===== src/logic/spa_params.svh =====
// Constants for the serial port with address recognition: indices, fields, resets, counts.
`ifndef SPA_PARAMS_SVH
`define SPA_PARAMS_SVH

// ==========================================================================
// Register indices (byte address is four times the index)
// ==========================================================================
`define SPA_IDX_IRQ_ENABLE   8'hA8
`define SPA_IDX_P0_PORT0_SLAVE_ADDRESS     8'hA9
`define SPA_IDX_P1_PORT0_SLAVE_ADDRESS     8'hAA
`define SPA_IDX_IRQ_PRIO     8'hB8
`define SPA_IDX_P0_MASK      8'hB9
`define SPA_IDX_P1_MASK      8'hBA
`define SPA_IDX_P1_CTRL      8'hC0
`define SPA_IDX_P1_BUF       8'hC1
`define SPA_IDX_AUX_CTRL     8'hD0
`define SPA_IDX_BAUD_DIV     8'hD1

// ==========================================================================
// Field positions
// ==========================================================================
`define SPA_IE_GLOBAL_BIT    7
`define SPA_IE_PORT1_BIT     6
`define SPA_IP_PORT1_BIT     6
`define SPA_AUX_FSEL_BIT     0
`define SPA_AUX_DOUBLE_BIT   1

// ==========================================================================
// Reset values
// ==========================================================================
`define SPA_BYTE_RST         8'h00
`define SPA_IP_RST           7'h00
`define SPA_IP_UNUSED_READ   1'b1
`define SPA_DIV_RST          16'h0000

// ==========================================================================
// Timing counts in system clocks and oversampling ticks, and bit counts
// ==========================================================================
`define SPA_M0_SLOW_CLKS     4'hC
`define SPA_M0_FAST_CLKS     4'h4
`define SPA_M2_TICK_SLOW     16'h0003
`define SPA_M2_TICK_FAST     16'h0001
`define SPA_OVS_LAST         4'hF
`define SPA_OVS_MID          4'h7
`define SPA_BITS_EIGHT       4'h7
`define SPA_BITS_NINE        4'h8

// ==========================================================================
// Bus answers
// ==========================================================================
`define SPA_RESP_OKAY        2'h0
`define SPA_RESP_SLVERR      2'h2

`endif


===== src/logic/spa_pkg.sv =====
// Types shared by the serial port with address recognition.
package spa_pkg;

	typedef enum logic [3:0]
	{
		SPA_TX_IDLE  = 4'h1,
		SPA_TX_START = 4'h2,
		SPA_TX_DATA  = 4'h4,
		SPA_TX_STOP  = 4'h8
	} spa_tx_state_t;

	typedef enum logic [3:0]
	{
		SPA_RX_IDLE  = 4'h1,
		SPA_RX_START = 4'h2,
		SPA_RX_DATA  = 4'h4,
		SPA_RX_STOP  = 4'h8
	} spa_rx_state_t;

	typedef enum logic [2:0]
	{
		SPA_SY_IDLE = 3'h1,
		SPA_SY_TX   = 3'h2,
		SPA_SY_RX   = 3'h4
	} spa_sync_state_t;

	typedef struct packed
	{
		logic [9:0]  awaddr;
		logic        awvalid;
		logic [31:0] wdata;
		logic [3:0]  wstrb;
		logic        wvalid;
		logic        bready;
		logic [9:0]  araddr;
		logic        arvalid;
		logic        rready;
	} spa_axi_req_t;

	typedef struct packed
	{
		logic        awready;
		logic        wready;
		logic        bvalid;
		logic [1:0]  bresp;
		logic        arready;
		logic        rvalid;
		logic [31:0] rdata;
		logic [1:0]  rresp;
	} spa_axi_rsp_t;

	typedef struct packed
	{
		logic rx_o;
		logic rx_oe;
		logic tx_o;
	} spa_pin_t;

	typedef struct packed
	{
		logic [15:0] cnt;
		logic        tick;
	} spa_bitclk_state_t;

	typedef struct packed
	{
		spa_axi_rsp_t    rsp;
		logic [9:0]      waddr;
		logic [31:0]     wdata;
		logic [3:0]      wstrb;
		logic            aw_held;
		logic            w_held;
		logic [7:0]      irq_enable;
		logic [7:0]      p0_port0_slave_address;
		logic [7:0]      p0_mask;
		logic [7:0]      p1_port0_slave_address;
		logic [7:0]      p1_mask;
		logic [6:0]      irq_prio;
		logic            frame_mode_hi;
		logic            frame_mode_lo;
		logic            multiproc_enable;
		logic            rx_enable;
		logic            tx_ninth_bit;
		logic            rx_ninth_bit;
		logic            tx_done_flag;
		logic            rx_done_flag;
		logic            framing_err_flag;
		logic            framing_flag_select;
		logic            baud_double;
		logic [15:0]     baud_div;
		logic [7:0]      rx_buf;
		spa_tx_state_t   tx_st;
		logic [3:0]      tx_tick;
		logic [3:0]      tx_cnt;
		logic [8:0]      tx_sh;
		spa_rx_state_t   rx_st;
		logic [3:0]      rx_tick;
		logic [3:0]      rx_cnt;
		logic [8:0]      rx_sh;
		spa_sync_state_t sy_st;
		logic [3:0]      sy_div;
		logic [3:0]      sy_cnt;
		logic [7:0]      sy_sh;
		logic            rx_s1;
		logic            rx_s2;
		logic            rx_s3;
		spa_pin_t        pin;
		logic            irq;
		logic            irq_high;
	} spa_state_t;

endpackage


===== src/logic/spa_top.sv =====
// Second serial port: four framing modes, multiprocessor address filter, AXI4-Lite registers.
//
// How it works
// [RULE1] Two mode bits choose one of four framings.
// [RULE2] Upper mode bit may act as framing error.
// [RULE3] Multiprocessor modes 2/3 drop ninth-bit-zero frames.
// [RULE4] Mode 1 multiprocessor needs a valid stop.
// [RULE5] Mode 0 shift clock: divide by 12 or 4.
// [RULE6] Receive only while receive enable is set.
// [RULE7] Modes 2/3 send the software ninth bit.
// [RULE8] Receive ninth bit: data bit or stop bit.
// [RULE9] Transmit done at eighth bit or stop start.
// [RULE10] Receive done at eighth bit or mid stop.
// [RULE11] Buffer reads receive data, writes start transmit.
// [RULE12] Mask bits select compared slave address bits.
// [RULE13] All-zero mask accepts every address.
// [RULE14] Software loads each port's own address and mask.
// [RULE15] Interrupt needs port enable and global enable.
// [RULE16] Priority bit picks high or low level.
// [RULE17] Receive and transmit lines are port-one alternates.
// [RULE18] Address frames count only on masked match.
// [RULE19] Mode 2 rate follows the doubling bit.
`timescale 1ns/10ps
`default_nettype none
`include "spa_params.svh"

module spa_top
(
	input  wire logic                 clk_i,
	input  wire logic                 rst_b_i,
	input  wire spa_pkg::spa_axi_req_t axi_req_i,
	output var  spa_pkg::spa_axi_rsp_t axi_rsp_o,
	input  wire logic                 port1_rx_pin_i,
	output var  logic                 port1_rx_pin_o,
	output var  logic                 port1_rx_pin_oe_o,
	output var  logic                 port1_tx_pin_o,
	output var  logic                 irq_o,
	output var  logic                 irq_high_o
);

	spa_pkg::spa_state_t s;
	spa_pkg::spa_state_t n;
	logic                tick;
	logic [1:0]          mode;
	logic                async_mode;
	logic [3:0]          last_bit;
	logic [3:0]          m0_period;
	logic [3:0]          m0_half;
	logic [7:0]          ridx;
	logic [7:0]          widx;
	logic [31:0]         rd_data;
	logic                rd_hit;
	logic                wr_hit;
	logic                do_wr;
	logic                buf_wr;
	logic                stop_bit;
	logic                addr_match;
	logic                accept;

	assign mode       = {s.frame_mode_hi, s.frame_mode_lo};
	assign async_mode = (mode != 2'b00);

	spa_bitclk u_bitclk
	(
		.clk_i        (clk_i),
		.rst_b_i      (rst_b_i),
		.fixed_rate_i (mode == 2'b10),
		.double_i     (s.baud_double),
		.divisor_i    (s.baud_div),
		.tick_o       (tick)
	);

	// ======================================================================
	// Next state
	// ======================================================================
	always_comb
	begin
		n          = s;
		ridx       = axi_req_i.araddr[9:2];
		widx       = s.waddr[9:2];
		rd_data    = 32'h00000000;
		rd_hit     = 1'b1;
		wr_hit     = 1'b1;
		do_wr      = s.aw_held && s.w_held && !s.rsp.bvalid;
		buf_wr     = 1'b0;
		stop_bit   = s.rx_s2;
		accept     = 1'b0;
		// Nine data bits in modes 2 and 3, eight otherwise. [RULE1]
		last_bit   = mode[1] ? `SPA_BITS_NINE : `SPA_BITS_EIGHT;
		m0_period  = s.multiproc_enable ? `SPA_M0_FAST_CLKS : `SPA_M0_SLOW_CLKS; // [RULE5]
		m0_half    = {1'b0, m0_period[3:1]};
		// Only masked positions are compared; an all-zero mask matches all. [RULE12] [RULE13]
		addr_match = (((s.rx_sh[7:0] ^ s.p1_port0_slave_address) & s.p1_mask) == 8'h00);

		// Pin inputs pass two flip-flops; the third serves edge detection.
		n.rx_s1 = port1_rx_pin_i; // [RULE17]
		n.rx_s2 = s.rx_s1;
		n.rx_s3 = s.rx_s2;

		// Read decode.
		unique case (ridx)
			`SPA_IDX_IRQ_ENABLE: rd_data[7:0] = s.irq_enable;
			`SPA_IDX_P0_PORT0_SLAVE_ADDRESS:   rd_data[7:0] = s.p0_port0_slave_address;
			`SPA_IDX_P1_PORT0_SLAVE_ADDRESS:   rd_data[7:0] = s.p1_port0_slave_address;
			`SPA_IDX_IRQ_PRIO:   rd_data[7:0] = {`SPA_IP_UNUSED_READ, s.irq_prio};
			`SPA_IDX_P0_MASK:    rd_data[7:0] = s.p0_mask;
			`SPA_IDX_P1_MASK:    rd_data[7:0] = s.p1_mask;
			`SPA_IDX_P1_CTRL:    rd_data[7:0] = {s.framing_flag_select ? s.framing_err_flag
				: s.frame_mode_hi, s.frame_mode_lo, s.multiproc_enable, s.rx_enable,
				s.tx_ninth_bit, s.rx_ninth_bit, s.tx_done_flag, s.rx_done_flag}; // [RULE2]
			`SPA_IDX_P1_BUF:     rd_data[7:0] = s.rx_buf; // [RULE11]
			`SPA_IDX_AUX_CTRL:   rd_data[1:0] = {s.baud_double, s.framing_flag_select};
			`SPA_IDX_BAUD_DIV:   rd_data[15:0] = s.baud_div;
			default:             rd_hit = 1'b0;
		endcase

		// Read channel: one read under way at a time.
		if (s.rsp.arready && axi_req_i.arvalid)
		begin
			n.rsp.arready = 1'b0;
			n.rsp.rvalid  = 1'b1;
			n.rsp.rdata   = rd_data;
			n.rsp.rresp   = rd_hit ? `SPA_RESP_OKAY : `SPA_RESP_SLVERR;
		end
		if (s.rsp.rvalid && axi_req_i.rready)
		begin
			n.rsp.rvalid  = 1'b0;
			n.rsp.arready = 1'b1;
		end

		// Write channels are taken in either order and held until both are in.
		if (s.rsp.awready && axi_req_i.awvalid)
		begin
			n.rsp.awready = 1'b0;
			n.aw_held     = 1'b1;
			n.waddr       = axi_req_i.awaddr;
		end
		if (s.rsp.wready && axi_req_i.wvalid)
		begin
			n.rsp.wready = 1'b0;
			n.w_held     = 1'b1;
			n.wdata      = axi_req_i.wdata;
			n.wstrb      = axi_req_i.wstrb;
		end
		if (do_wr)
		begin
			n.aw_held = 1'b0;
			n.w_held  = 1'b0;
			unique case (widx)
				`SPA_IDX_IRQ_ENABLE:
					if (s.wstrb[0]) n.irq_enable = s.wdata[7:0];
				`SPA_IDX_P0_PORT0_SLAVE_ADDRESS:
					if (s.wstrb[0]) n.p0_port0_slave_address = s.wdata[7:0]; // [RULE14]
				`SPA_IDX_P1_PORT0_SLAVE_ADDRESS:
					if (s.wstrb[0]) n.p1_port0_slave_address = s.wdata[7:0]; // [RULE14]
				`SPA_IDX_IRQ_PRIO:
					if (s.wstrb[0]) n.irq_prio = s.wdata[6:0];
				`SPA_IDX_P0_MASK:
					if (s.wstrb[0]) n.p0_mask = s.wdata[7:0];
				`SPA_IDX_P1_MASK:
					if (s.wstrb[0]) n.p1_mask = s.wdata[7:0];
				`SPA_IDX_P1_CTRL:
					if (s.wstrb[0])
					begin
						// The top bit lands in whichever role the select bit gives it. [RULE2]
						if (s.framing_flag_select)
							n.framing_err_flag = s.wdata[7];
						else
							n.frame_mode_hi = s.wdata[7];
						n.frame_mode_lo    = s.wdata[6];
						n.multiproc_enable = s.wdata[5];
						n.rx_enable        = s.wdata[4];
						n.tx_ninth_bit     = s.wdata[3];
						n.rx_ninth_bit     = s.wdata[2];
						n.tx_done_flag     = s.wdata[1];
						n.rx_done_flag     = s.wdata[0];
					end
				`SPA_IDX_P1_BUF:
					buf_wr = s.wstrb[0]; // [RULE11]
				`SPA_IDX_AUX_CTRL:
					if (s.wstrb[0])
					begin
						n.framing_flag_select = s.wdata[`SPA_AUX_FSEL_BIT];
						n.baud_double         = s.wdata[`SPA_AUX_DOUBLE_BIT];
					end
				`SPA_IDX_BAUD_DIV:
				begin
					if (s.wstrb[0]) n.baud_div[7:0]  = s.wdata[7:0];
					if (s.wstrb[1]) n.baud_div[15:8] = s.wdata[15:8];
				end
				default:
					wr_hit = 1'b0;
			endcase
			n.rsp.bvalid = 1'b1;
			n.rsp.bresp  = wr_hit ? `SPA_RESP_OKAY : `SPA_RESP_SLVERR;
		end
		if (s.rsp.bvalid && axi_req_i.bready)
		begin
			n.rsp.bvalid  = 1'b0;
			n.rsp.awready = 1'b1;
			n.rsp.wready  = 1'b1;
		end

		// A buffer write starts a frame only when the port is idle; otherwise it is dropped.
		if (buf_wr && s.tx_st == spa_pkg::SPA_TX_IDLE && s.sy_st == spa_pkg::SPA_SY_IDLE)
		begin
			if (async_mode)
			begin
				n.tx_st     = spa_pkg::SPA_TX_START;
				n.tx_tick   = 4'h0;
				n.tx_sh     = {s.tx_ninth_bit, s.wdata[7:0]}; // [RULE7]
				n.pin.tx_o  = 1'b0;
			end
			else
			begin
				n.sy_st     = spa_pkg::SPA_SY_TX;
				n.sy_div    = 4'h0;
				n.sy_cnt    = 4'h0;
				n.sy_sh     = s.wdata[7:0];
				n.pin.rx_o  = s.wdata[0];
				n.pin.rx_oe = 1'b1;
				n.pin.tx_o  = 1'b0;
			end
		end

		// ==================================================================
		// Asynchronous transmitter, sixteen ticks per bit
		// ==================================================================
		if (s.tx_st != spa_pkg::SPA_TX_IDLE && tick)
		begin
			n.tx_tick = s.tx_tick + 4'h1;
			if (s.tx_tick == `SPA_OVS_LAST)
			begin
				unique case (s.tx_st)
					spa_pkg::SPA_TX_START:
					begin
						n.tx_st    = spa_pkg::SPA_TX_DATA;
						n.tx_cnt   = 4'h0;
						n.pin.tx_o = s.tx_sh[0];
						n.tx_sh    = {1'b0, s.tx_sh[8:1]};
					end
					spa_pkg::SPA_TX_DATA:
						if (s.tx_cnt == last_bit)
						begin
							n.tx_st        = spa_pkg::SPA_TX_STOP;
							n.pin.tx_o     = 1'b1;
							n.tx_done_flag = 1'b1; // [RULE9]
						end
						else
						begin
							n.tx_cnt   = s.tx_cnt + 4'h1;
							n.pin.tx_o = s.tx_sh[0];
							n.tx_sh    = {1'b0, s.tx_sh[8:1]};
						end
					spa_pkg::SPA_TX_STOP:
						n.tx_st = spa_pkg::SPA_TX_IDLE;
					default:
						n.tx_st = spa_pkg::SPA_TX_IDLE;
				endcase
			end
		end

		// ==================================================================
		// Asynchronous receiver
		// ==================================================================
		if (!s.rx_enable || !async_mode)
			n.rx_st = spa_pkg::SPA_RX_IDLE; // [RULE6]
		else if (s.rx_st == spa_pkg::SPA_RX_IDLE)
		begin
			if (s.rx_s3 && !s.rx_s2)
			begin
				n.rx_st   = spa_pkg::SPA_RX_START;
				n.rx_tick = 4'h0;
			end
		end
		else if (tick)
		begin
			n.rx_tick = s.rx_tick + 4'h1;
			unique case (s.rx_st)
				spa_pkg::SPA_RX_START:
					if (s.rx_tick == `SPA_OVS_MID)
					begin
						n.rx_tick = 4'h0;
						n.rx_cnt  = 4'h0;
						n.rx_st   = s.rx_s2 ? spa_pkg::SPA_RX_IDLE : spa_pkg::SPA_RX_DATA;
					end
				spa_pkg::SPA_RX_DATA:
					if (s.rx_tick == `SPA_OVS_LAST)
					begin
						n.rx_sh  = {s.rx_s2, s.rx_sh[8:1]};
						n.rx_cnt = s.rx_cnt + 4'h1;
						if (s.rx_cnt == last_bit)
							n.rx_st = spa_pkg::SPA_RX_STOP;
					end
				spa_pkg::SPA_RX_STOP:
					if (s.rx_tick == `SPA_OVS_LAST)
					begin
						n.rx_st = spa_pkg::SPA_RX_IDLE;
						if (s.framing_flag_select && !stop_bit)
							n.framing_err_flag = 1'b1; // [RULE2]
						if (!mode[1])
							accept = !s.multiproc_enable || stop_bit; // [RULE4]
						else
							accept = !s.multiproc_enable
								|| (s.rx_sh[8] && addr_match); // [RULE3] [RULE18]
						if (accept && !s.rx_done_flag)
						begin
							n.rx_buf       = mode[1] ? s.rx_sh[7:0] : s.rx_sh[8:1];
							n.rx_ninth_bit = mode[1] ? s.rx_sh[8] : stop_bit; // [RULE8]
							n.rx_done_flag = 1'b1; // [RULE10]
						end
					end
				default:
					n.rx_st = spa_pkg::SPA_RX_IDLE;
			endcase
		end

		// ==================================================================
		// Synchronous shifter: data on the receive line, clock on transmit line
		// ==================================================================
		if (s.sy_st == spa_pkg::SPA_SY_IDLE)
		begin
			if (!async_mode && s.rx_enable && !s.rx_done_flag && !n.pin.rx_oe)
			begin
				n.sy_st    = spa_pkg::SPA_SY_RX; // [RULE6]
				n.sy_div   = 4'h0;
				n.sy_cnt   = 4'h0;
				n.pin.tx_o = 1'b0;
			end
		end
		else if (s.sy_st == spa_pkg::SPA_SY_RX && !s.rx_enable)
		begin
			n.sy_st    = spa_pkg::SPA_SY_IDLE;
			n.pin.tx_o = 1'b1;
		end
		else
		begin
			n.sy_div = s.sy_div + 4'h1;
			if (s.sy_div == m0_half - 4'h1)
				n.pin.tx_o = 1'b1;
			if (s.sy_div == m0_period - 4'h1)
			begin
				n.sy_div = 4'h0;
				n.sy_cnt = s.sy_cnt + 4'h1;
				n.sy_sh  = (s.sy_st == spa_pkg::SPA_SY_RX) ? {s.rx_s2, s.sy_sh[7:1]}
					: {1'b0, s.sy_sh[7:1]};
				n.pin.rx_o = (s.sy_st == spa_pkg::SPA_SY_TX) ? s.sy_sh[1] : 1'b1;
				if (s.sy_cnt == `SPA_BITS_EIGHT)
				begin
					n.sy_st     = spa_pkg::SPA_SY_IDLE;
					n.pin.rx_oe = 1'b0;
					n.pin.rx_o  = 1'b1;
					n.pin.tx_o  = 1'b1;
					if (s.sy_st == spa_pkg::SPA_SY_TX)
						n.tx_done_flag = 1'b1; // [RULE9]
					else
					begin
						n.rx_buf       = {s.rx_s2, s.sy_sh[7:1]};
						n.rx_done_flag = 1'b1; // [RULE10]
					end
				end
				else
					n.pin.tx_o = 1'b0;
			end
		end

		// Request needs both enables; the priority bit names the level. [RULE15] [RULE16]
		n.irq = (n.rx_done_flag || n.tx_done_flag) && n.irq_enable[`SPA_IE_PORT1_BIT]
			&& n.irq_enable[`SPA_IE_GLOBAL_BIT];
		n.irq_high = n.irq_prio[`SPA_IP_PORT1_BIT];
	end

	// ======================================================================
	// State register
	// ======================================================================
	always_ff @(posedge clk_i)
	begin
		if (!rst_b_i)
		begin
			s                     <= '0;
			s.rsp.awready         <= 1'b1;
			s.rsp.wready          <= 1'b1;
			s.rsp.arready         <= 1'b1;
			s.irq_enable          <= `SPA_BYTE_RST;
			s.p0_port0_slave_address            <= `SPA_BYTE_RST;
			s.p0_mask             <= `SPA_BYTE_RST;
			s.p1_port0_slave_address            <= `SPA_BYTE_RST;
			s.p1_mask             <= `SPA_BYTE_RST;
			s.irq_prio            <= `SPA_IP_RST;
			s.baud_div            <= `SPA_DIV_RST;
			s.tx_st               <= spa_pkg::SPA_TX_IDLE;
			s.rx_st               <= spa_pkg::SPA_RX_IDLE;
			s.sy_st               <= spa_pkg::SPA_SY_IDLE;
			s.rx_s1               <= 1'b1;
			s.rx_s2               <= 1'b1;
			s.rx_s3               <= 1'b1;
			s.pin.rx_o            <= 1'b1;
			s.pin.tx_o            <= 1'b1;
		end
		else
			s <= n;
	end

	assign axi_rsp_o         = s.rsp;
	assign port1_rx_pin_o    = s.pin.rx_o;
	assign port1_rx_pin_oe_o = s.pin.rx_oe;
	assign port1_tx_pin_o    = s.pin.tx_o;
	assign irq_o             = s.irq;
	assign irq_high_o        = s.irq_high;

endmodule
`default_nettype wire


===== src/logic/spa_bitclk.sv =====
// Oversampling tick generator, sixteen ticks per serial bit.
`timescale 1ns/10ps
`default_nettype none
`include "spa_params.svh"

module spa_bitclk
(
	input  wire logic        clk_i,
	input  wire logic        rst_b_i,
	input  wire logic        fixed_rate_i,
	input  wire logic        double_i,
	input  wire logic [15:0] divisor_i,
	output var  logic        tick_o
);

	spa_pkg::spa_bitclk_state_t s;
	spa_pkg::spa_bitclk_state_t next_s;
	logic [15:0]                reload;

	// ======================================================================
	// Counter
	// ======================================================================
	always_comb
	begin
		next_s = s;
		// The fixed-rate mode gives 64 clocks per bit, or 32 when doubled. [RULE19]
		if (fixed_rate_i)
			reload = double_i ? `SPA_M2_TICK_FAST : `SPA_M2_TICK_SLOW;
		else
			reload = divisor_i;
		next_s.tick = 1'b0;
		if (s.cnt == 16'h0000)
		begin
			next_s.cnt  = reload;
			next_s.tick = 1'b1;
		end
		else if (s.cnt > reload)
			next_s.cnt = reload;
		else
			next_s.cnt = s.cnt - 16'h0001;
	end

	always_ff @(posedge clk_i)
	begin
		if (!rst_b_i)
			s <= '0;
		else
			s <= next_s;
	end

	assign tick_o = s.tick;

endmodule
`default_nettype wire


===== config.mk =====
export PLATFORM = sky130hd
export DESIGN_NAME = spa_top
export DESIGN_NICKNAME = d
export VERILOG_FILES = /design/src/logic/spa_pkg.sv /design/src/logic/spa_top.sv /design/src/logic/spa_bitclk.sv
export VERILOG_INCLUDE_DIRS = /design/src /design/src/logic
export SDC_FILE = /design/constraint.sdc
export NUM_CORES = 1
export LEC_CHECK = 0
export ABC_CLOCK_PERIOD_IN_PS = 4500
export BUFFER_PORTS_ARGS = -buffer_cell sky130_fd_sc_hd__buf_2
export CAP_MARGIN = 0
export CORE_MARGIN = 2
export CORE_UTILIZATION = 59
export DETAILED_ROUTE_END_ITERATION = 12
export GPL_ROUTABILITY_DRIVEN = 1
export GPL_TIMING_DRIVEN = 0
export PLACE_DENSITY = 0.8
export SLEW_MARGIN = 20
export SYNTH_ARGS = -nofsm -noshare
export SYNTH_HDL_FRONTEND = slang
export SYNTH_SLANG_ARGS = --single-unit

===== constraint.sdc =====
create_clock -name clk_i -period 4.5 [get_ports clk_i]
set_input_delay 0.45 -clock clk_i [delete_from_list [all_inputs] [get_ports clk_i]]
set_output_delay 0.45 -clock clk_i [all_outputs]
set_load 0.005 [all_outputs]

==> impl_metrics.tcl <==
set metrics [dict create \
    status "completed" \
    drive_gt1_share_pct 13.36 \
    end_kind "flip-flop" \
    hold_path_depth 2 \
    cts_tree "yes" \
    grt_overflow_total 0 \
    clk_pin_slew_worst_paths_ns 0.06 \
    crit_type "flip-flop to flip-flop" \
    fin_cells 1629 \
    cts_max_level 1 \
    fmax_mhz 258.6 \
    clkSinkCount 217 \
    yosys-mux-area-fraction_pct 9.620 \
    worstHoldStart "port1_rx_pin_i" \
    grt_pass1_vias 9199 \
    yosys.area.top_type_share_pct 40.63 \
    gp_congestion 0.9407 \
    design.die.area_um2 19210 \
    max_slew_margin_pct 27.38 \
    synth_flop_cell "dfxtp_1" \
    route.detailed.drc 0 \
    max-clock-path-buffers 3 \
    cts_resized 0 \
    max_slew.worst_pin.slew_ns 1.079 \
    yosys.area_share.simple_pct 22.75 \
    firstDrtPassIters 7 \
    finClkSkew_ns 0.01227 \
    dp_hpwl_um 22000 \
    powerDensity_nw_per_um2 406.3 \
    critPathArrivalTime_ns 4.23 \
    drv_slew 0 \
    synth_top_family_by_area "simple AND/OR/NAND/NOR gates" \
    hold_path_end "n[6]" \
    ys_types 79 \
    clk_latency_ns 0.52 \
    synth.most_common_cell "dfxtp_1" \
    io_buffer_count 67 \
    rr_startpoint "mode[1]" \
    synthAdderAreaFrac_pct 2.809 \
    core-area_um2 17840 \
    yosys_warnings 0 \
    synth_area_um2 10690 \
    grt_start_max_net_pins 14 \
    antenna_cells 0 \
    period_minus_slack_ns 3.867 \
    synth_area_leader_cell "dfxtp_1" \
    post_cts_buffers 0 \
    leakage_uw 0.004833 \
    io_pins 110 \
    vias 9862 \
    min_path_type "input pin to flip-flop" \
    synth_edf_count 0 \
    area_growth_pct 13.97 \
    postCtsHoldBufs 0 \
    rsz0062_at_grt "false" \
    ant_nets 0 \
    grt_usage_pct 31.07 \
    routedWlPerCell_um 18.76 \
    synth-compound-area-share_pct 15.45 \
    final_util_pct 68.30 \
    antenna_found_initial 0 \
    grt_pass1_wl_um 48130 \
    root_buffer "clkbuf_16" \
    setup_violations 0 \
    synth-seq-cells 217 \
    setup_tns_ns 0 \
    fin_nets 1471 \
    die_y_um 138.6 \
    drv_cap 0 \
    hold_viol_final 0 \
    rrSetupSlack_ns 0.63 \
    ff2ff_path_depth 15 \
    drt-initial-drc-count 988 \
    vias_per_cell 6.054 \
    avgSynthCellArea_um2 8.399 \
    drt_wl_total_um 30560 \
    r2r-end "u_bitclk.s[6]" \
    row_count 49 \
    dp.cells 1586 \
    max-vdd-ir-drop_mv 0.3167 \
    synthXorXnorAreaFrac_pct 2.212 \
    critPathMaxFanout 10 \
    synth_area_leaders "dfxtp_1 (41%), mux2i_1 (9.0%), nand2_1 (6.2%)" \
    cts_buffers 24 \
    worstPathRequired_ns 4.86 \
    synth_common_cells "dfxtp_1 (217), nand2_1 (177), nor2_1 (128)" \
    cp-start-kind "flip-flop" \
    synth-async-reset-ratio_pct 0 \
    start_util_pct 59.93 \
    die-width_um 138.6 \
    finalCritPeriodShare_pct 85.94 \
    syn-instance-count 1273 \
    yosysSeqAreaShare_pct 40.63 \
]
## state kept, by name, summed over array words and instances, names as in the netlist, 2 cells and up
register	flops
s	169
axi_rsp_o	23
u_bitclk.s	16
mode	2
## worst max-delay path by stage
stage | from | to | slack (ns) | cells past startpoint
after CTS | mode[1] | u_bitclk.s[6] | 0.63 | 15
after detailed placement | mode[1] | u_bitclk.s[6] | 0.68 | 15
after global routing | mode[1] | u_bitclk.s[6] | 0.26 | 15
after floorplan | mode[1] | u_bitclk.s[10] | 1.35 | 14
after global placement | mode[1] | u_bitclk.s[12] | 0.75 | 15
final | mode[1] | u_bitclk.s[6] | 0.63 | 15
## stage by stage
stage | setup slack [ns] | total power [uW] | hold WS [ns] | area (um2)
after CTS | 0.6325 | 4947 | 0.1077 | 12190
after floorplan | 1.349 | 2747 | 0.3863 | 10760
final | 0.6329 | 4951 | 0.1143 | 12190
after global routing | 0.2642 | 5142 | 0.1317 | 12190
after detailed placement | 0.6773 | 2971 | 0.3973 | 11380
after global placement | 0.7467 | 2952 | 0.3880 | 11380
## cell families after synthesis
logic type | Yosys count
XOR/XNOR | 27
buffers and inverters | 138
AO/OA/AOI/OAI | 267
flip-flops | 217
AND/OR/NAND/NOR | 499
other | 1
adder cells (fa/ha/maj) | 24
multiplexers | 100
## worst max-delay path, stage by stage, from the launching register on
cell	delay, ns
dfxtp_1	0.29
buf_2	0.18
nand2b_1	0.09
clkbuf_1	0.28
clkbuf_1	0.34
nand2_1	0.15
ha_1	0.34
and4_1	0.22
and2_1	0.15
and3_1	0.18
a22oi_1	0.07
a22oi_1	0.63
or2_2	0.22
clkbuf_1	0.19
buf_2	0.28
a211oi_1	0.11
## cells in the final DEF, fill, tap and decap left out, types with 6 or more instances in the layout
cell type	n
ha_1	24
conb_1	18
mux2i_1	96
buf_2	73
nand2_1	177
nor4b_1	6
xnor2_1	10
a31oi_1	11
nand3_1	46
nor4_1	11
a211oi_1	23
nor2b_1	7
inv_1	18
a22oi_1	21
nand3b_1	7
dfxtp_1	217
o21ai_0	61
a21oi_1	101
and2_1	8
clkbuf_1	73
and3_1	9
or3_1	9
clkbuf_16	25
nand2b_1	15
buf_4	43
xor2_1	17
or2_2	7
nor3_1	30
nor2_1	128
## power breakdown
part | total [uW] | internal, uW | switching, uW | leakage [uW]
logic | 887 | 353 | 534 | 0.00268
registers | 2060 | 1990 | 72.0 | 0.00176
clock network | 2000 | 1210 | 790 | 0.000394
total | 4950 | 3560 | 1400 | 0.00483
## final cells by class
| class | instances | area, um2 |
|---|---|---|
| timing repair buffer | 67 | 335.3 |
| tap | 229 | 286.5 |
| inverter | 18 | 67.56 |
| fill | 1445 | 5655 |
| clock inverter | 8 | 95.09 |
| buffer | 120 | 626.9 |
| clock buffer | 35 | 713.2 |
| sequential | 217 | 4344 |
| multi-input combinational | 935 | 5717 |
## layer usage
| metal | global-route usage (%) | vias up | routed length [um] |
|---|---|---|---|
| li1 | - | 4668 | - |
| met1 | 41.05 | 4606 | 12850 |
| met2 | 51.51 | 487 | 14060 |
| met3 | 4.558 | 101 | 2445 |
| met5 | 0 | - | 0 |
| met4 | 12.60 | 0 | 1213 |
Power figures use the tool's default switching activity.
